## src/hub_cfg_pkg.sv

```systemverilog
// package: offsets, field positions and reset values of the hub configuration bytes
package hub_cfg_pkg;

  // ----------------------------------------------------------------------
  // register offsets (byte addresses)
  // ----------------------------------------------------------------------
  localparam logic [7:0] product_code_high_off    = 8'h04;
  localparam logic [7:0] device_configuration_off = 8'h05;

  // ----------------------------------------------------------------------
  // field positions inside device_configuration
  // ----------------------------------------------------------------------
  localparam int custom_text_enable_bit     = 7;
  localparam int custom_serial_enable_bit   = 6;
  localparam int low_power_link_inhibit_bit = 5;
  localparam int indicator_select_n_bit     = 4;
  localparam int ganged_power_bit           = 3;
  localparam int reduced_power_mgmt_n_bit   = 2;
  localparam int link_idle_timeout_force_bit = 1;
  localparam int reserved_bit               = 0;

  // ----------------------------------------------------------------------
  // values after reset and fixed values
  // ----------------------------------------------------------------------
  localparam logic [7:0] product_code_high_rst = 8'h5a; // arbitrary value
  localparam logic [7:0] config_writable_mask  = 8'hfe; // bit 0 read-only
  localparam logic [7:0] timeout_forced_value  = 8'hff;
  localparam logic [7:0] timeout_zero_value    = 8'h00;
  localparam logic [7:0] unmapped_read_value   = 8'h00;

  // cycles after reset release before straps are taken (sync depth)
  localparam logic [1:0] strap_capture_cycles  = 2'h2;

  // ----------------------------------------------------------------------
  // strap pins sampled at reset release
  // ----------------------------------------------------------------------
  typedef struct packed {
    logic serial_data_strap;
    logic indicator_strap_addr3;
    logic gang_strap_addr2;
    logic powermgmt_strap_addr1;
    logic serial_clock_strap;
  } strap_type;

  // one byte write from a configuration source
  typedef struct packed {
    logic       wr;
    logic [7:0] addr;
    logic [7:0] data;
  } byte_write_type;

endpackage

```

## src/hub_device_config_regs.sv

```systemverilog
// design: hub product-code high byte and device configuration byte
//
// Function
// read-write product code high byte at offset 4h, replaceable by configuration.
// custom text enable in I2C mode enables loading string registers from EEPROM.
// custom text enable in SMBus mode lets the host write string registers.
// custom serial enable gates serial-number load (I2C) or host writes (SMBus).
// custom text and custom serial enables reset to zero, not strapped.
// inhibit bit set blocks initiating or accepting U1/U2 on all ports.
// after Force_LinkPM_Accept, U1/U2 allowed until power-on reset or disconnect.
// inhibit bit default comes from serial-data strap at reset release.
// indicator select default from indicator strap, also SMBus address bit 3.
// ganged power default from gang strap, also SMBus address bit 2.
// reduced power mgmt default from strap; zero means switching and overcurrent.
// reduced mode, bus powered: power switching only, no overcurrent detection.
// in I2C mode EEPROM values replace the strap-sampled configuration bits.
// in SMBus mode host writes overwrite strap bits before configuration ends.
// reduced mode, self powered: overcurrent detection only, no power switching.
// timeout force maps programmed timeout 1..FF to FF, zero stays zero.
// configuration bit 0 is reserved, read-only zero.
// ganged power switches all ports together, all off on any overcurrent; here all off only while overcurrent_supported.
`timescale 1ns/10ps
`default_nettype none

module hub_device_config_regs
  import hub_cfg_pkg::*;
#(
  parameter int num_ports = 4
) (
  input  wire logic                 mclk,
  input  wire logic                 rst,
  // strap pins, asynchronous to mclk
  input  wire strap_type            straps,
  // mode selection from the configuration front end
  input  wire logic                 i2c_mode,
  input  wire logic                 smbus_mode,
  input  wire logic                 host_cfg_active,
  // byte writes from the EEPROM loader and from the SMBus slave
  input  wire byte_write_type       eeprom_write,
  input  wire byte_write_type       host_write,
  // byte read port
  input  wire logic [7:0]           read_addr,
  output logic [7:0]                read_data,
  // link power management events
  input  wire logic                 force_accept_event,
  input  wire logic                 upstream_disconnect,
  output logic                      low_power_permit,
  // power topology
  input  wire logic                 self_powered,
  output logic                      power_switch_supported,
  output logic                      overcurrent_supported,
  // downstream timeout
  input  wire logic [7:0]           sw_link_timeout,
  output logic [7:0]                link_timeout,
  // downstream port power, overcurrent pins are asynchronous
  input  wire logic [num_ports-1:0] port_power_request,
  input  wire logic [num_ports-1:0] port_overcurrent,
  output logic [num_ports-1:0]      port_power_on,
  // string and serial access permissions
  output logic                      string_load_enable,
  output logic                      string_host_write_enable,
  output logic                      serial_load_enable,
  output logic                      serial_host_write_enable,
  // configuration bytes and strapped SMBus address bits
  output logic [7:0]                product_code_high,
  output logic [7:0]                device_configuration,
  output logic [2:0]                smbus_addr_bits
);

  // ----------------------------------------------------------------------
  // elaboration check
  // ----------------------------------------------------------------------
  if (num_ports < 1 || num_ports > 8) begin : g_bad_ports
    $error("num_ports must be 1 to 8");
  end

  // ----------------------------------------------------------------------
  // functions
  // ----------------------------------------------------------------------
  // a write targets the given offset
  function automatic logic hits(input byte_write_type w,
                                input logic [7:0] off);
    hits = w.wr && (w.addr == off);
  endfunction

  // ----------------------------------------------------------------------
  // synchronisers
  // ----------------------------------------------------------------------
  strap_type                 strap_meta_r;
  strap_type                 strap_sync_r;
  logic [num_ports-1:0]      oc_meta_r;
  logic [num_ports-1:0]      oc_sync_r;
  logic [1:0]                capture_cnt_r;
  logic                      capture_done_r;
  logic                      force_accept_r;
  logic [7:0]                prod_r;
  logic [7:0]                cfg_r;
  logic [7:0]                cfg_nxt;
  logic                      eeprom_ok;
  logic                      host_ok;
  logic                      capture_now;

  // two flops on strap and overcurrent pins
  always_ff @(posedge mclk or posedge rst) begin
    if (rst) begin
      strap_meta_r <= '0;
      strap_sync_r <= '0;
      oc_meta_r    <= '0;
      oc_sync_r    <= '0;
    end else begin
      strap_meta_r <= straps;
      strap_sync_r <= strap_meta_r;
      oc_meta_r    <= port_overcurrent;
      oc_sync_r    <= oc_meta_r;
    end
  end

  // ----------------------------------------------------------------------
  // strap capture after reset release
  // ----------------------------------------------------------------------
  // wait until the synchroniser holds real pin levels, then take them once
  always_ff @(posedge mclk or posedge rst) begin
    if (rst) begin
      capture_cnt_r  <= '0;
      capture_done_r <= 1'b0;
    end else if (!capture_done_r) begin
      if (capture_cnt_r == strap_capture_cycles) begin
        capture_done_r <= 1'b1;
      end else begin
        capture_cnt_r <= capture_cnt_r + 2'h1;
      end
    end
  end

  // the single edge at which the synchronised straps are taken
  assign capture_now = !capture_done_r &&
                       capture_cnt_r == strap_capture_cycles;

  // EEPROM writes count only in I2C mode, host writes only in SMBus mode
  assign eeprom_ok = capture_done_r && i2c_mode;
  assign host_ok   = capture_done_r && smbus_mode && host_cfg_active;

  // ----------------------------------------------------------------------
  // product code high byte
  // ----------------------------------------------------------------------
  // host write is later than the EEPROM load, so it takes precedence
  always_ff @(posedge mclk or posedge rst) begin
    if (rst) begin
      prod_r <= product_code_high_rst;
    end else if (host_ok && hits(host_write, product_code_high_off)) begin
      prod_r <= host_write.data;
    end else if (eeprom_ok && hits(eeprom_write, product_code_high_off)) begin
      prod_r <= eeprom_write.data;
    end
  end

  // ----------------------------------------------------------------------
  // device configuration byte
  // ----------------------------------------------------------------------
  // next value: strap capture first, then configuration writes
  always_comb begin
    cfg_nxt = cfg_r;
    if (capture_now) begin
      cfg_nxt[low_power_link_inhibit_bit] =
        strap_sync_r.serial_data_strap;
      cfg_nxt[indicator_select_n_bit] =
        strap_sync_r.indicator_strap_addr3;
      cfg_nxt[ganged_power_bit] = strap_sync_r.gang_strap_addr2;
      cfg_nxt[reduced_power_mgmt_n_bit] =
        strap_sync_r.powermgmt_strap_addr1;
      cfg_nxt[link_idle_timeout_force_bit] =
        strap_sync_r.serial_clock_strap;
    end else if (host_ok && hits(host_write, device_configuration_off)) begin
      cfg_nxt = host_write.data & config_writable_mask;
    end else if (eeprom_ok &&
                 hits(eeprom_write, device_configuration_off)) begin
      cfg_nxt = eeprom_write.data & config_writable_mask;
    end
    cfg_nxt[reserved_bit] = 1'b0;
  end

  // enables reset to zero, strapped bits wait for capture
  always_ff @(posedge mclk or posedge rst) begin
    if (rst) begin
      cfg_r <= '0;
    end else begin
      cfg_r <= cfg_nxt;
    end
  end

  // strapped SMBus address bits follow the same capture
  always_ff @(posedge mclk or posedge rst) begin
    if (rst) begin
      smbus_addr_bits <= '0;
    end else if (capture_now) begin
      smbus_addr_bits <= {strap_sync_r.indicator_strap_addr3,
                          strap_sync_r.gang_strap_addr2,
                          strap_sync_r.powermgmt_strap_addr1};
    end
  end

  // ----------------------------------------------------------------------
  // read port
  // ----------------------------------------------------------------------
  // registered read, unmapped offsets return zero
  always_ff @(posedge mclk or posedge rst) begin
    if (rst) begin
      read_data <= unmapped_read_value;
    end else begin
      case (read_addr)
        product_code_high_off:    read_data <= prod_r;
        device_configuration_off: read_data <= cfg_r;
        default:                  read_data <= unmapped_read_value;
      endcase
    end
  end

  // register copies for the outputs
  always_ff @(posedge mclk or posedge rst) begin
    if (rst) begin
      product_code_high    <= product_code_high_rst;
      device_configuration <= '0;
    end else begin
      product_code_high    <= prod_r;
      device_configuration <= cfg_r;
    end
  end

  // ----------------------------------------------------------------------
  // string and serial permissions
  // ----------------------------------------------------------------------
  always_ff @(posedge mclk or posedge rst) begin
    if (rst) begin
      string_load_enable       <= 1'b0;
      string_host_write_enable <= 1'b0;
      serial_load_enable       <= 1'b0;
      serial_host_write_enable <= 1'b0;
    end else begin
      string_load_enable <= cfg_r[custom_text_enable_bit] && i2c_mode;
      string_host_write_enable <=
        cfg_r[custom_text_enable_bit] && smbus_mode;
      serial_load_enable <=
        cfg_r[custom_serial_enable_bit] && i2c_mode;
      serial_host_write_enable <=
        cfg_r[custom_serial_enable_bit] && smbus_mode;
    end
  end

  // ----------------------------------------------------------------------
  // link low-power permission
  // ----------------------------------------------------------------------
  // sticky force-accept; a new event wins over a disconnect in one cycle
  always_ff @(posedge mclk or posedge rst) begin
    if (rst) begin
      force_accept_r <= 1'b0;
    end else if (force_accept_event) begin
      force_accept_r <= 1'b1;
    end else if (upstream_disconnect) begin
      force_accept_r <= 1'b0;
    end
  end

  // U1/U2 permitted unless inhibited and no force-accept seen
  always_ff @(posedge mclk or posedge rst) begin
    if (rst) begin
      low_power_permit <= 1'b0;
    end else begin
      low_power_permit <= !cfg_r[low_power_link_inhibit_bit] ||
                          force_accept_r || force_accept_event;
    end
  end

  // ----------------------------------------------------------------------
  // power topology and timeout
  // ----------------------------------------------------------------------
  always_ff @(posedge mclk or posedge rst) begin
    if (rst) begin
      power_switch_supported <= 1'b0;
      overcurrent_supported  <= 1'b0;
    end else if (!cfg_r[reduced_power_mgmt_n_bit]) begin
      power_switch_supported <= 1'b1;
      overcurrent_supported  <= 1'b1;
    end else begin
      power_switch_supported <= !self_powered;
      overcurrent_supported  <= self_powered;
    end
  end

  // forced timeout: nonzero becomes FF, zero stays zero
  always_ff @(posedge mclk or posedge rst) begin
    if (rst) begin
      link_timeout <= timeout_zero_value;
    end else if (cfg_r[link_idle_timeout_force_bit] &&
                 sw_link_timeout != timeout_zero_value) begin
      link_timeout <= timeout_forced_value;
    end else begin
      link_timeout <= sw_link_timeout;
    end
  end

  // ----------------------------------------------------------------------
  // downstream port power
  // ----------------------------------------------------------------------
  // ganged: all on together, all off on any overcurrent while overcurrent_supported; else per port
  always_ff @(posedge mclk or posedge rst) begin
    if (rst) begin
      port_power_on <= '0;
    end else if (cfg_r[ganged_power_bit]) begin
      if (overcurrent_supported && |oc_sync_r) begin
        port_power_on <= '0;
      end else begin
        port_power_on <= {num_ports{|port_power_request}};
      end
    end else if (overcurrent_supported) begin
      port_power_on <= port_power_request & ~oc_sync_r;
    end else begin
      port_power_on <= port_power_request;
    end
  end

endmodule // hub_device_config_regs

`default_nettype wire

```

## config.mk

```make
export PLATFORM = sky130hd
export DESIGN_NAME = hub_device_config_regs
export DESIGN_NICKNAME = d
export VERILOG_FILES = /design/src/hub_cfg_pkg.sv /design/src/hub_device_config_regs.sv
export SDC_FILE = /design/constraint.sdc
export NUM_CORES = 1
export LEC_CHECK = 0
export CORE_MARGIN = 3
export CORE_UTILIZATION = 25
export CTS_CLUSTER_DIAMETER = 60
export DETAILED_ROUTE_END_ITERATION = 6
export DONT_BUFFER_PORTS = 1
export PLACE_DENSITY = 0.5
export RECOVER_POWER = 25
export SETUP_SLACK_MARGIN = 0.15
export SKIP_LAST_GASP = 1
export SYNTH_ARGS = -nofsm -noshare
export SYNTH_HDL_FRONTEND = slang
export SYNTH_SLANG_ARGS = --single-unit
```

## constraint.sdc

```tcl
create_clock -name mclk -period 2.49 [get_ports mclk]
set_input_delay 0.249 -clock mclk [delete_from_list [all_inputs] [get_ports mclk]]
set_output_delay 0.249 -clock mclk [all_outputs]
set_load 0.02 [all_outputs]
```

==> run_results.csv, run 1 <==
group,metric,value,unit
die,die-area,0.0131,mm^2
detailed_routing,drt_wl_total,7.00,mm
synthesis,synth_edf_count,0,
die,core.rowCount,39,
synthesis,yosysTopAreaCell,"dfrtp_1",
critical_path,rrSetupSlack,0.53,ns
run_status,status,"finished with violations",
die,die_w,115,um
global_route,grt.overflow.total,0,
synthesis,synthDistinctLibCells,35,
cts,cts-root-buf,"clkbuf_16",
synthesis,yosys_register_bits,82,
cts,cts_max_level,3,
die,core,0.0115,mm^2
place,gp_congestion,0.786,
global_route,grt_pass1_vias,1793,
power,leakage,1.53,nW
cts,clock_latency,0.33,ns
critical_path,crit_cells,4,
synthesis,synthAdderAreaFrac,0.424,%
synthesis,synthFlopType,"dfrtp_1",
detailed_routing,ant_nets,0,
synthesis,syn_inst,228,
critical_path,crit_required,2.70,ns
cts,cts_tree,"built",
sta,fmax,0.510,GHz
detailed_routing,viasPerCell,4.49,
cts,clk_path_buf_depth,2,
synthesis,synth.yosys.seq_area_share,69.9,%
global_route,grt_pass1_wl,10.7,mm
synthesis,synth_top_family_by_area,"simple AND/OR/NAND/NOR gates",
synthesis,synth.area.top_cells,"dfrtp_1 (63%), dfstp_2 (7.1%), mux2i_1 (6.1%)",
cts,cts_buffers,9,
sta,final_hold_viol_count,0,
cells_and_area,nets,319,
critical_path,cp_slowest_cell,"or4_1",
critical_path,crit_chain,"nand4b_1, or4_1, a211oi_1, o21ai_1",
synthesis,synth.top_cell.area_share,62.8,%
die,die_h,115,um
cts,clk_pin_slew_worst_paths,0.06,ns
synthesis,synth-simple-area-share,14.6,%
sta,finalCritPeriodShare,78.8,%
critical_path,cp-endpoint,"cfg_r[3]$_DFFE_PP0P_",
run_status,violations,"max-capacitance violations",
sta,rsz0062_at_grt,"false",
global_route,antenna_found_initial,0,
cts,post_cts_buffers,0,
synthesis,async_flop_share,100,%
sta,setup_violations,0,
critical_path,cp-startpoint,"capture_done_r$_DFF_PP0_",
die,start_util,25.7,%
synthesis,muxShareOfSynthArea,6.11,%
detailed_routing,dr.pass1.iters,4,
sta,skew,0.00914,ns
synthesis,syn_area,0.00295,mm^2
critical_path,crit_buf_inv,0,
hold_path,hold_class,"in -> reg",
global_route,grt_max_degree,52,
sta,fin_ws,0.528,ns
critical_path,crit_fanout,7,
place,portBuffers,0,
critical_path,endpoint_kind,"flop",
cells_and_area,nFillCells,1153,
critical_path,critPathLaunchType,"flop",
global_route,track_usage,11.1,%
cells_and_area,mostFrequentLayoutCells,"dfrtp_1 (74), nand2_1 (21), nor2_1 (19), mux2i_1 (18), dlygate4sd3_1 (12)",
synthesis,synth_compound_area_share,6.75,%
critical_path,worstPathArrival,2.17,ns
sta,relSlewSlack,2.11,%
job,maxCapViolCount,1,
cts,clock-sinks,82,
power,pwr_density_cell,828,mW/mm^2
detailed_routing,wl_per_cell,17.7,um
detailed_routing,vias,1775,
sta,hold_ws,0.0194,ns
synthesis,synthXorXnorAreaFrac,0.297,%
critical_path,rr_startpoint,"capture_done_r$_DFF_PP0_",
sta,worst_pin_slew,1.46,ns
sta,slew_violations,0,
cells_and_area,final_common_cell,"dfrtp_1",
cells_and_area,syn2layout_area_growth,20.4,%
cells_and_area,diodes,0,
critical_path,crit_family,"simple AND/OR/NAND/NOR gates",
die,ios,117,
critical_path,reg2reg_depth,4,
hold_path,min_from,"force_accept_event",
sta,setup_tns,0,ns
place,dp_hpwl,5.32,mm
critical_path,worstSetupPathType,"reg -> reg",
critical_path,slowest_delay,0.73,ns
synthesis,syn-num-nets,300,
critical_path,reg2reg_to,"cfg_r[3]$_DFFE_PP0P_",
synthesis,synth.avg_cell_area,12.9,um^2
detailed_routing,drtIter0Drc,91,
synthesis,yosysWarnings,0,
sta,period_needed,1.96,ns
place,place_ws,0.419,ns
cells_and_area,drive_above_1_share,10.7,%
power,vdd_ir_drop_max,0.321,mV
detailed_routing,drcViolationCount,0,
==> worst min path at each step <==
stage	end	cells past startpoint	slack (ns)
final	low_power_permit$_DFF_PP0_	2	0.02
after global routing	overcurrent_supported$_DFF_PP0_	1	0.007
after CTS	low_power_permit$_DFF_PP0_	2	0.008
after detailed placement	read_data[1]$_DFF_PP0_	1	0.27
after global placement	read_data[1]$_DFF_PP0_	1	0.25
after floorplan	oc_meta_r[0]$_DFF_PP0_	0	0.28
==> flip-flops by register name (all words and copies together), names as in the netlist, 2 cells and up <==
name                  count
cfg_r                     7
oc_meta_r                 4
strap_meta_r              5
oc_sync_r                 4
prod_r                    8
device_configuration      7
strap_sync_r              5
smbus_addr_bits           3
product_code_high         8
read_data                 8
link_timeout              8
port_power_on             4
capture_cnt_r             2
==> cells by family (layout without fill, tap and decap cells) <==
kind of cell               count (synthesis)  in the layout
DFF                                       82             82
and+or+nand+nor                           80             80
AOI/OAI and AO/OA                         33             33
muxes                                     18             18
buffers and inverters                     12             36
adders and majority gates                  1              1
other                                      1              1
xor gates and xnor gates                   1              1
==> cell usage after synthesis, types with 3 or more instances <==
library cell and instances:
a31o_2 4, dfrtp_1 74, nor3b_1 3, or4_1 5, nand2b_1 11, nor4_1 5
clkbuf_1 3, nor2_1 19, nand2_1 21, a211oi_1 4, o21ai_0 7, o21ai_1 4
mux2i_1 18, inv_1 5, and2_1 5, dfstp_2 8, a21oi_1 11
==> what timing repair did <==
| action | 4_1_cts | 5_1_grt |
|---|---|---|
| hold endpoints to repair | 41 | 0 |
| hold buffers | 12 | 0 |
| resized for setup | 0 | 0 |
==> stage by stage <==
stage | utilization [%] | area (um^2) | std cells | power [mW]
after floorplan | - | 2950 | 228 | 1.58
after global placement | 27.3 | 3130 | 367 | 1.62
after detailed placement | 27.3 | 3130 | 367 | 1.62
after CTS | 31.0 | 3550 | 395 | 2.98
after global routing | 31.0 | 3550 | 395 | 3.07
final | 31.0 | 3550 | 395 | 2.94
==> power breakdown <==
group / switching, mW / internal, mW
logic: 0.0629 / 0.0551
registers: 0.0862 / 1.40
clock network: 0.501 / 0.831
==> area by class of cell <==
type,count,area (um^2),area share (%)
multi-input combinational,134,836,23.5
tap,143,179,5.04
clock buffer,14,264,7.43
sequential,82,2060,58.1
inverter,5,20.0,0.564
timing repair buffer,15,155,4.37
clock inverter,2,35.0,0.987
==> layer usage <==
layer | part of all wire, % | wire length (um) | vias up | track usage (%)
li1 | - | - | 825 | -
met1 | 43 | 2980 | 875 | 13.7
met2 | 46 | 3230 | 65 | 16.3
met3 | 9.4 | 661 | 10 | 5.07
met4 | 1.8 | 123 | 0 | 5.46
met5 | 0 | 0 | - | 0
Note: power is estimated with default switching activity, not from simulation.
==> inputs of run 2 (changes only) <==
--- a/config.mk
+++ b/config.mk
@@ -10,7 +10,7 @@
 export CTS_CLUSTER_DIAMETER = 60
 export DETAILED_ROUTE_END_ITERATION = 6
 export DONT_BUFFER_PORTS = 1
-export PLACE_DENSITY = 0.5
+export PLACE_DENSITY = 0.48
 export RECOVER_POWER = 25
 export SETUP_SLACK_MARGIN = 0.15
 export SKIP_LAST_GASP = 1
==> constraint.sdc (replaced) <==
create_clock -name mclk -period 1.9 [get_ports mclk]
set_input_delay 0.19 -clock mclk [delete_from_list [all_inputs] [get_ports mclk]]
set_output_delay 0.19 -clock mclk [all_outputs]
set_load 0.02 [all_outputs]
==> run 2 against run 1 <==
Effect of this change: wire length up 4.4%; worst setup slack lost 0.22 ns; sequential share of layout area decreased by 3.8 points; the run now ends clean; count of clock-buffer cells in the layout is the same.
==> run_results.csv, run 2 (synthesized netlist as in run 1, its figures left out) <==
group,metric,value,unit
sta,fmax,0.628,GHz
sta,setup_violations,0,
cells_and_area,nFillCells,1138,
detailed_routing,drcViolationCount,0,
sta,rsz0062_at_grt,"true",
detailed_routing,drtIter0Drc,178,
detailed_routing,ant_nets,0,
sta,finalCritPeriodShare,83.9,%
sta,final_hold_viol_count,0,
hold_path,min_from,"port_power_request[3]",
critical_path,worstPathArrival,1.81,ns
sta,hold_ws,0.0141,ns
power,vdd_ir_drop_max,0.459,mV
place,place_ws,0.137,ns
cts,post_cts_buffers,0,
cells_and_area,mostFrequentLayoutCells,"dfrtp_1 (74), dlygate4sd3_1 (31), nand2_1 (21), nor2_1 (19), mux2i_1 (18)",
cells_and_area,final_common_cell,"dfrtp_1",
place,dp_hpwl,5.24,mm
global_route,grt_pass1_vias,1888,
global_route,grt.overflow.total,0,
critical_path,critPathLaunchType,"flop",
sta,setup_tns,0,ns
sta,period_needed,1.59,ns
global_route,track_usage,11.7,%
die,die_w,115,um
cells_and_area,drive_above_1_share,12.4,%
cells_and_area,final_area,0.00380,mm^2
critical_path,endpoint_kind,"flop",
power,switching_share,22.0,%
cells_and_area,diodes,0,
run_status,status,"finished clean",
cts,cts_tree,"built",
die,core.rowCount,39,
power,comb_power_share,4.9,%
critical_path,crit_fanout,7,
power,p_seq_share,49.6,%
cells_and_area,nets,341,
critical_path,crit_required,2.12,ns
die,start_util,25.7,%
global_route,antenna_found_initial,0,
cells_and_area,syn2layout_area_growth,28.8,%
cts,clk_pin_slew_worst_paths,0.06,ns
cts,cts-root-buf,"clkbuf_16",
cells_and_area,fin_util,33.1,%
sta,relSlewSlack,49.7,%
detailed_routing,drt_wl_total,7.31,mm
hold_path,hold_class,"in -> reg",
cts,cts_buffers,9,
detailed_routing,viasPerCell,4.43,
critical_path,rr_startpoint,"capture_done_r$_DFF_PP0_",
cts,cts_max_level,3,
cts,clock-sinks,82,
die,die_h,115,um
global_route,grt_pass1_wl,11.1,mm
critical_path,worstSetupPathType,"reg -> reg",
critical_path,cp-startpoint,"capture_done_r$_DFF_PP0_",
sta,slew_violations,0,
power,pwr_density_cell,1030,mW/mm^2
place,post-place-cells,370,
power,p_switching,0.862,mW
detailed_routing,dr.pass1.iters,4,
place,portBuffers,0,
die,die-area,0.0131,mm^2
place,gp_congestion,0.773,
detailed_routing,vias,1847,
place,place_area,0.00318,mm^2
cts,clk_path_buf_depth,2,
detailed_routing,wl_per_cell,17.5,um
sta,skew,0.00425,ns
die,core,0.0115,mm^2
sta,worst_pin_slew,0.750,ns
power,fin_total_pwr,3.93,mW
global_route,grt_max_degree,44,
job,maxCapViolCount,0,
power,clock_power_share,45.4,%
power,internal-power,3.07,mW
cts,clock_latency,0.34,ns
die,ios,117,
power,leakage,1.64,nW
sta,fin_ws,0.307,ns
cells_and_area,final_cell_count_no_fill,417,
run 2: cell count changes in the layout (fill, tap and decap cells not counted), sizes merged:
| cell | delta |
|---|---|
| dlygate4sd3 | +19 |
| buf | +3 |
run 2: worst paths after layout:
| check | endpoint | slack (ns) | cells after the start |
|---|---|---|---|
| max | prod_r[5]$_DFFE_PP0P_ | 0.31 | 6 |
| min | port_power_on[3]$_DFF_PP0_ | 0.01 | 1 |
| max reg2reg | prod_r[5]$_DFFE_PP0P_ | 0.31 | 6 |
| min reg2reg | strap_sync_r[2]$_DFF_PP0_ | 0.34 | 0 |
| max in group asynchronous | link_timeout[2]$_DFF_PP0_ | 0.79 | 3 |
| min in group asynchronous | device_configuration[3]$_DFF_PP0_ | 0.40 | 2 |
run 2: critical path: stages (launching register included):
cell and delay, ns:
dfrtp_1 0.39, nand4b_1 0.15, buf_4 0.18, nor4_4 0.32
buf_12 0.18, mux2i_1 0.17, a21oi_1 0.08
run 2: final cells by class:
cell class | count | area (um^2) | share of cell area, %
clock inverter | 2 | 35.0 | 0.922
clock buffer | 14 | 274 | 7.21
timing repair buffer | 37 | 380 | 10.0
sequential | 82 | 2060 | 54.3
inverter | 5 | 20.0 | 0.527
multi-input combinational | 134 | 848 | 22.3
tap | 143 | 179 | 4.71
run 2: layer usage:
layer / share of wire, % / GRT usage (%) / vias to the layer above
met1: 44 / 14.8 / 910
met2: 46 / 17.1 / 62
met5: 0 / 0 / -
li1: - / - / 865
met3: 7.3 / 4.33 / 10
met4: 2.2 / 6.49 / 0
run 2: timing repair:
action                     4_1_cts  5_1_grt
setup endpoints to repair        0        1
hold buffers                    30        1
hold endpoints to repair        49        1
resized for setup                0        0
run 2: power groups by stage:
stage / sequential (mW) / clock (mW) / combinational (mW)
2_1_floorplan: 1.96 / 0 / 0.117
3_3_place_gp: 1.99 / 0 / 0.141
3_5_place_dp: 1.99 / 0 / 0.144
4_1_cts: 1.96 / 1.84 / 0.198
5_1_grt: 1.96 / 1.92 / 0.219
6_report: 1.95 / 1.78 / 0.194
==> inputs of run 3 (changes only) <==
--- a/config.mk
+++ b/config.mk
@@ -10,7 +10,7 @@
 export CTS_CLUSTER_DIAMETER = 60
 export DETAILED_ROUTE_END_ITERATION = 6
 export DONT_BUFFER_PORTS = 1
-export PLACE_DENSITY = 0.48
+export PLACE_DENSITY = 0.5
 export RECOVER_POWER = 25
 export SETUP_SLACK_MARGIN = 0.15
 export SKIP_LAST_GASP = 1
==> constraint.sdc (replaced) <==
create_clock -name mclk -period 1.45 [get_ports mclk]
set_input_delay 0.145 -clock mclk [delete_from_list [all_inputs] [get_ports mclk]]
set_output_delay 0.145 -clock mclk [all_outputs]
set_load 0.02 [all_outputs]
==> run 3 against run 2 <==
Effect of this change: the run now ends with negative setup slack left; fmax up 7.5%; first-iteration DRC count fell by 34%; largest cell class unchanged; final cell count rose by 5.5%.
==> run_results.csv, run 3 (synthesized netlist as in run 1, its figures left out) <==
group,metric,value,unit
sta,relSlewSlack,38.0,%
detailed_routing,vias,1955,
detailed_routing,viasPerCell,4.44,
critical_path,worstSetupPathType,"reg -> reg",
global_route,track_usage,12.3,%
global_route,grt_pass1_wl,11.8,mm
sta,rsz0062_at_grt,"true",
run_status,status,"finished with violations",
cts,clock-sinks,82,
place,place_area,0.00326,mm^2
die,start_util,25.7,%
power,pwr_density_cell,1300,mW/mm^2
die,die-area,0.0131,mm^2
critical_path,endpoint_kind,"flop",
global_route,grt_pass1_vias,2008,
die,core.rowCount,39,
place,place_ws,-0.259,ns
die,die_w,115,um
die,die_h,115,um
sta,period_needed,1.48,ns
sta,hold_ws,0.0128,ns
critical_path,cp-startpoint,"capture_done_r$_DFF_PP0_",
critical_path,crit_fanout,8,
power,leakage,1.76,nW
detailed_routing,drtIter0Drc,118,
critical_path,rrSetupSlack,-0.03,ns
detailed_routing,dr.pass1.iters,4,
cells_and_area,final_common_cell,"dfrtp_1",
cells_and_area,drive_above_1_share,18.6,%
sta,setup_violations,4,
cts,cts_tree,"built",
place,portBuffers,0,
cells_and_area,syn2layout_area_growth,38.5,%
cts,cts_max_level,3,
cts,cts_buffers,9,
detailed_routing,ant_nets,0,
critical_path,worstPathArrival,1.70,ns
die,core,0.0115,mm^2
sta,slew_violations,0,
sta,fin_ws,-0.0320,ns
critical_path,cp-endpoint,"prod_r[0]$_DFFE_PP0P_",
die,ios,117,
sta,setup_tns,-0.0993,ns
place,dp_hpwl,5.41,mm
global_route,grt_max_degree,29,
cells_and_area,nets,363,
sta,skew,0.00541,ns
critical_path,reg2reg_to,"prod_r[0]$_DFFE_PP0P_",
cells_and_area,mostFrequentLayoutCells,"dfrtp_1 (74), dlygate4sd3_1 (43), nand2_1 (21), nor2_1 (19), mux2i_1 (18)",
sta,fmax,0.675,GHz
cts,clk_pin_slew_worst_paths,0.06,ns
critical_path,crit_required,1.67,ns
cells_and_area,final_area,0.00409,mm^2
power,vdd_ir_drop_max,0.632,mV
cts,cts-root-buf,"clkbuf_16",
job,maxCapViolCount,0,
hold_path,hold_class,"in -> reg",
run_status,violations,"negative setup slack",
cts,clock_latency,0.33,ns
global_route,antenna_found_initial,1,
global_route,grt.overflow.total,0,
detailed_routing,drt_wl_total,7.70,mm
critical_path,reg2reg_depth,6,
sta,final_hold_viol_count,0,
critical_path,rr_startpoint,"capture_done_r$_DFF_PP0_",
cts,clk_path_buf_depth,2,
sta,worst_pin_slew,0.925,ns
detailed_routing,wl_per_cell,17.5,um
sta,finalCritPeriodShare,102,%
detailed_routing,drcViolationCount,0,
place,gp_congestion,0.775,
critical_path,critPathLaunchType,"flop",
[run 3: cell types whose count changed in the layout (fill, tap and decap cells not counted), moves of 5 or more]
cell and delta:
o21ai_1 +5, o21ai_0 -5, dlygate4sd3_1 +12, buf_4 +7
[run 3: worst min path at each step]
stage,from,to,slack [ns],cells past startpoint
floorplan,port_overcurrent[0],oc_meta_r[0]$_DFF_PP0_,0.18,0
global placement,rst,device_configuration[4]$_DFF_PP0_,0.05,1
detailed placement,rst,read_data[4]$_DFF_PP0_,0.06,1
CTS,eeprom_write[0],prod_r[0]$_DFFE_PP0P_,0.0003,2
global route,host_write[4],cfg_r[4]$_DFFE_PP0P_,0.007,2
finish,host_write[4],cfg_r[4]$_DFFE_PP0P_,0.01,2
[run 3: per-layer routing]
layer  GRT usage [%]  vias up  share of wire [%]  wire length [um]
li1                -      913                  -                 -
met1            15.1      957                 42              3250
met2            18.9       74                 48              3670
met3            4.65       11                7.9               610
met4            6.41        0                2.2               170
met5               0        -                  0                 0
[run 3: worst max-delay path: stages (launching register included)]
cell and delay, ns:
dfrtp_1 0.34, nand4b_1 0.14, buf_4 0.18, nor4_4 0.26, buf_12 0.18, mux2i_1 0.18
a21oi_1 0.08
[run 3: cell type report]
class	count	area [um^2]
sequential	82	2060
multi-input combinational	134	897
tap	143	179
clock inverter	5	77.6
antenna	1	2.50
fill	1084	7380
clock buffer	11	243
inverter	5	20.0
timing repair buffer	59	604
[run 3: per-stage QoR]
step | power, mW | util (%) | instances
2_1_floorplan | 2.72 | - | 228
3_3_place_gp | 2.80 | 28.4 | 377
3_5_place_dp | 2.80 | 28.4 | 377
4_1_cts | 5.42 | 35.3 | 436
5_1_grt | 5.58 | 35.6 | 440
6_report | 5.32 | 35.6 | 440
[run 3: power by group]
part | internal, mW | switching (mW) | total [mW]
clock network | 1.55 | 0.891 | 2.44
registers | 2.41 | 0.153 | 2.56
logic | 0.177 | 0.144 | 0.321
[run 3: repair_timing]
item	in CTS	in global routing
hold buffers	41	2
setup endpoints to repair	19	22
setup buffers	2	1
resized for setup	12	5
pin swaps	14	8
hold endpoints to repair	64	2
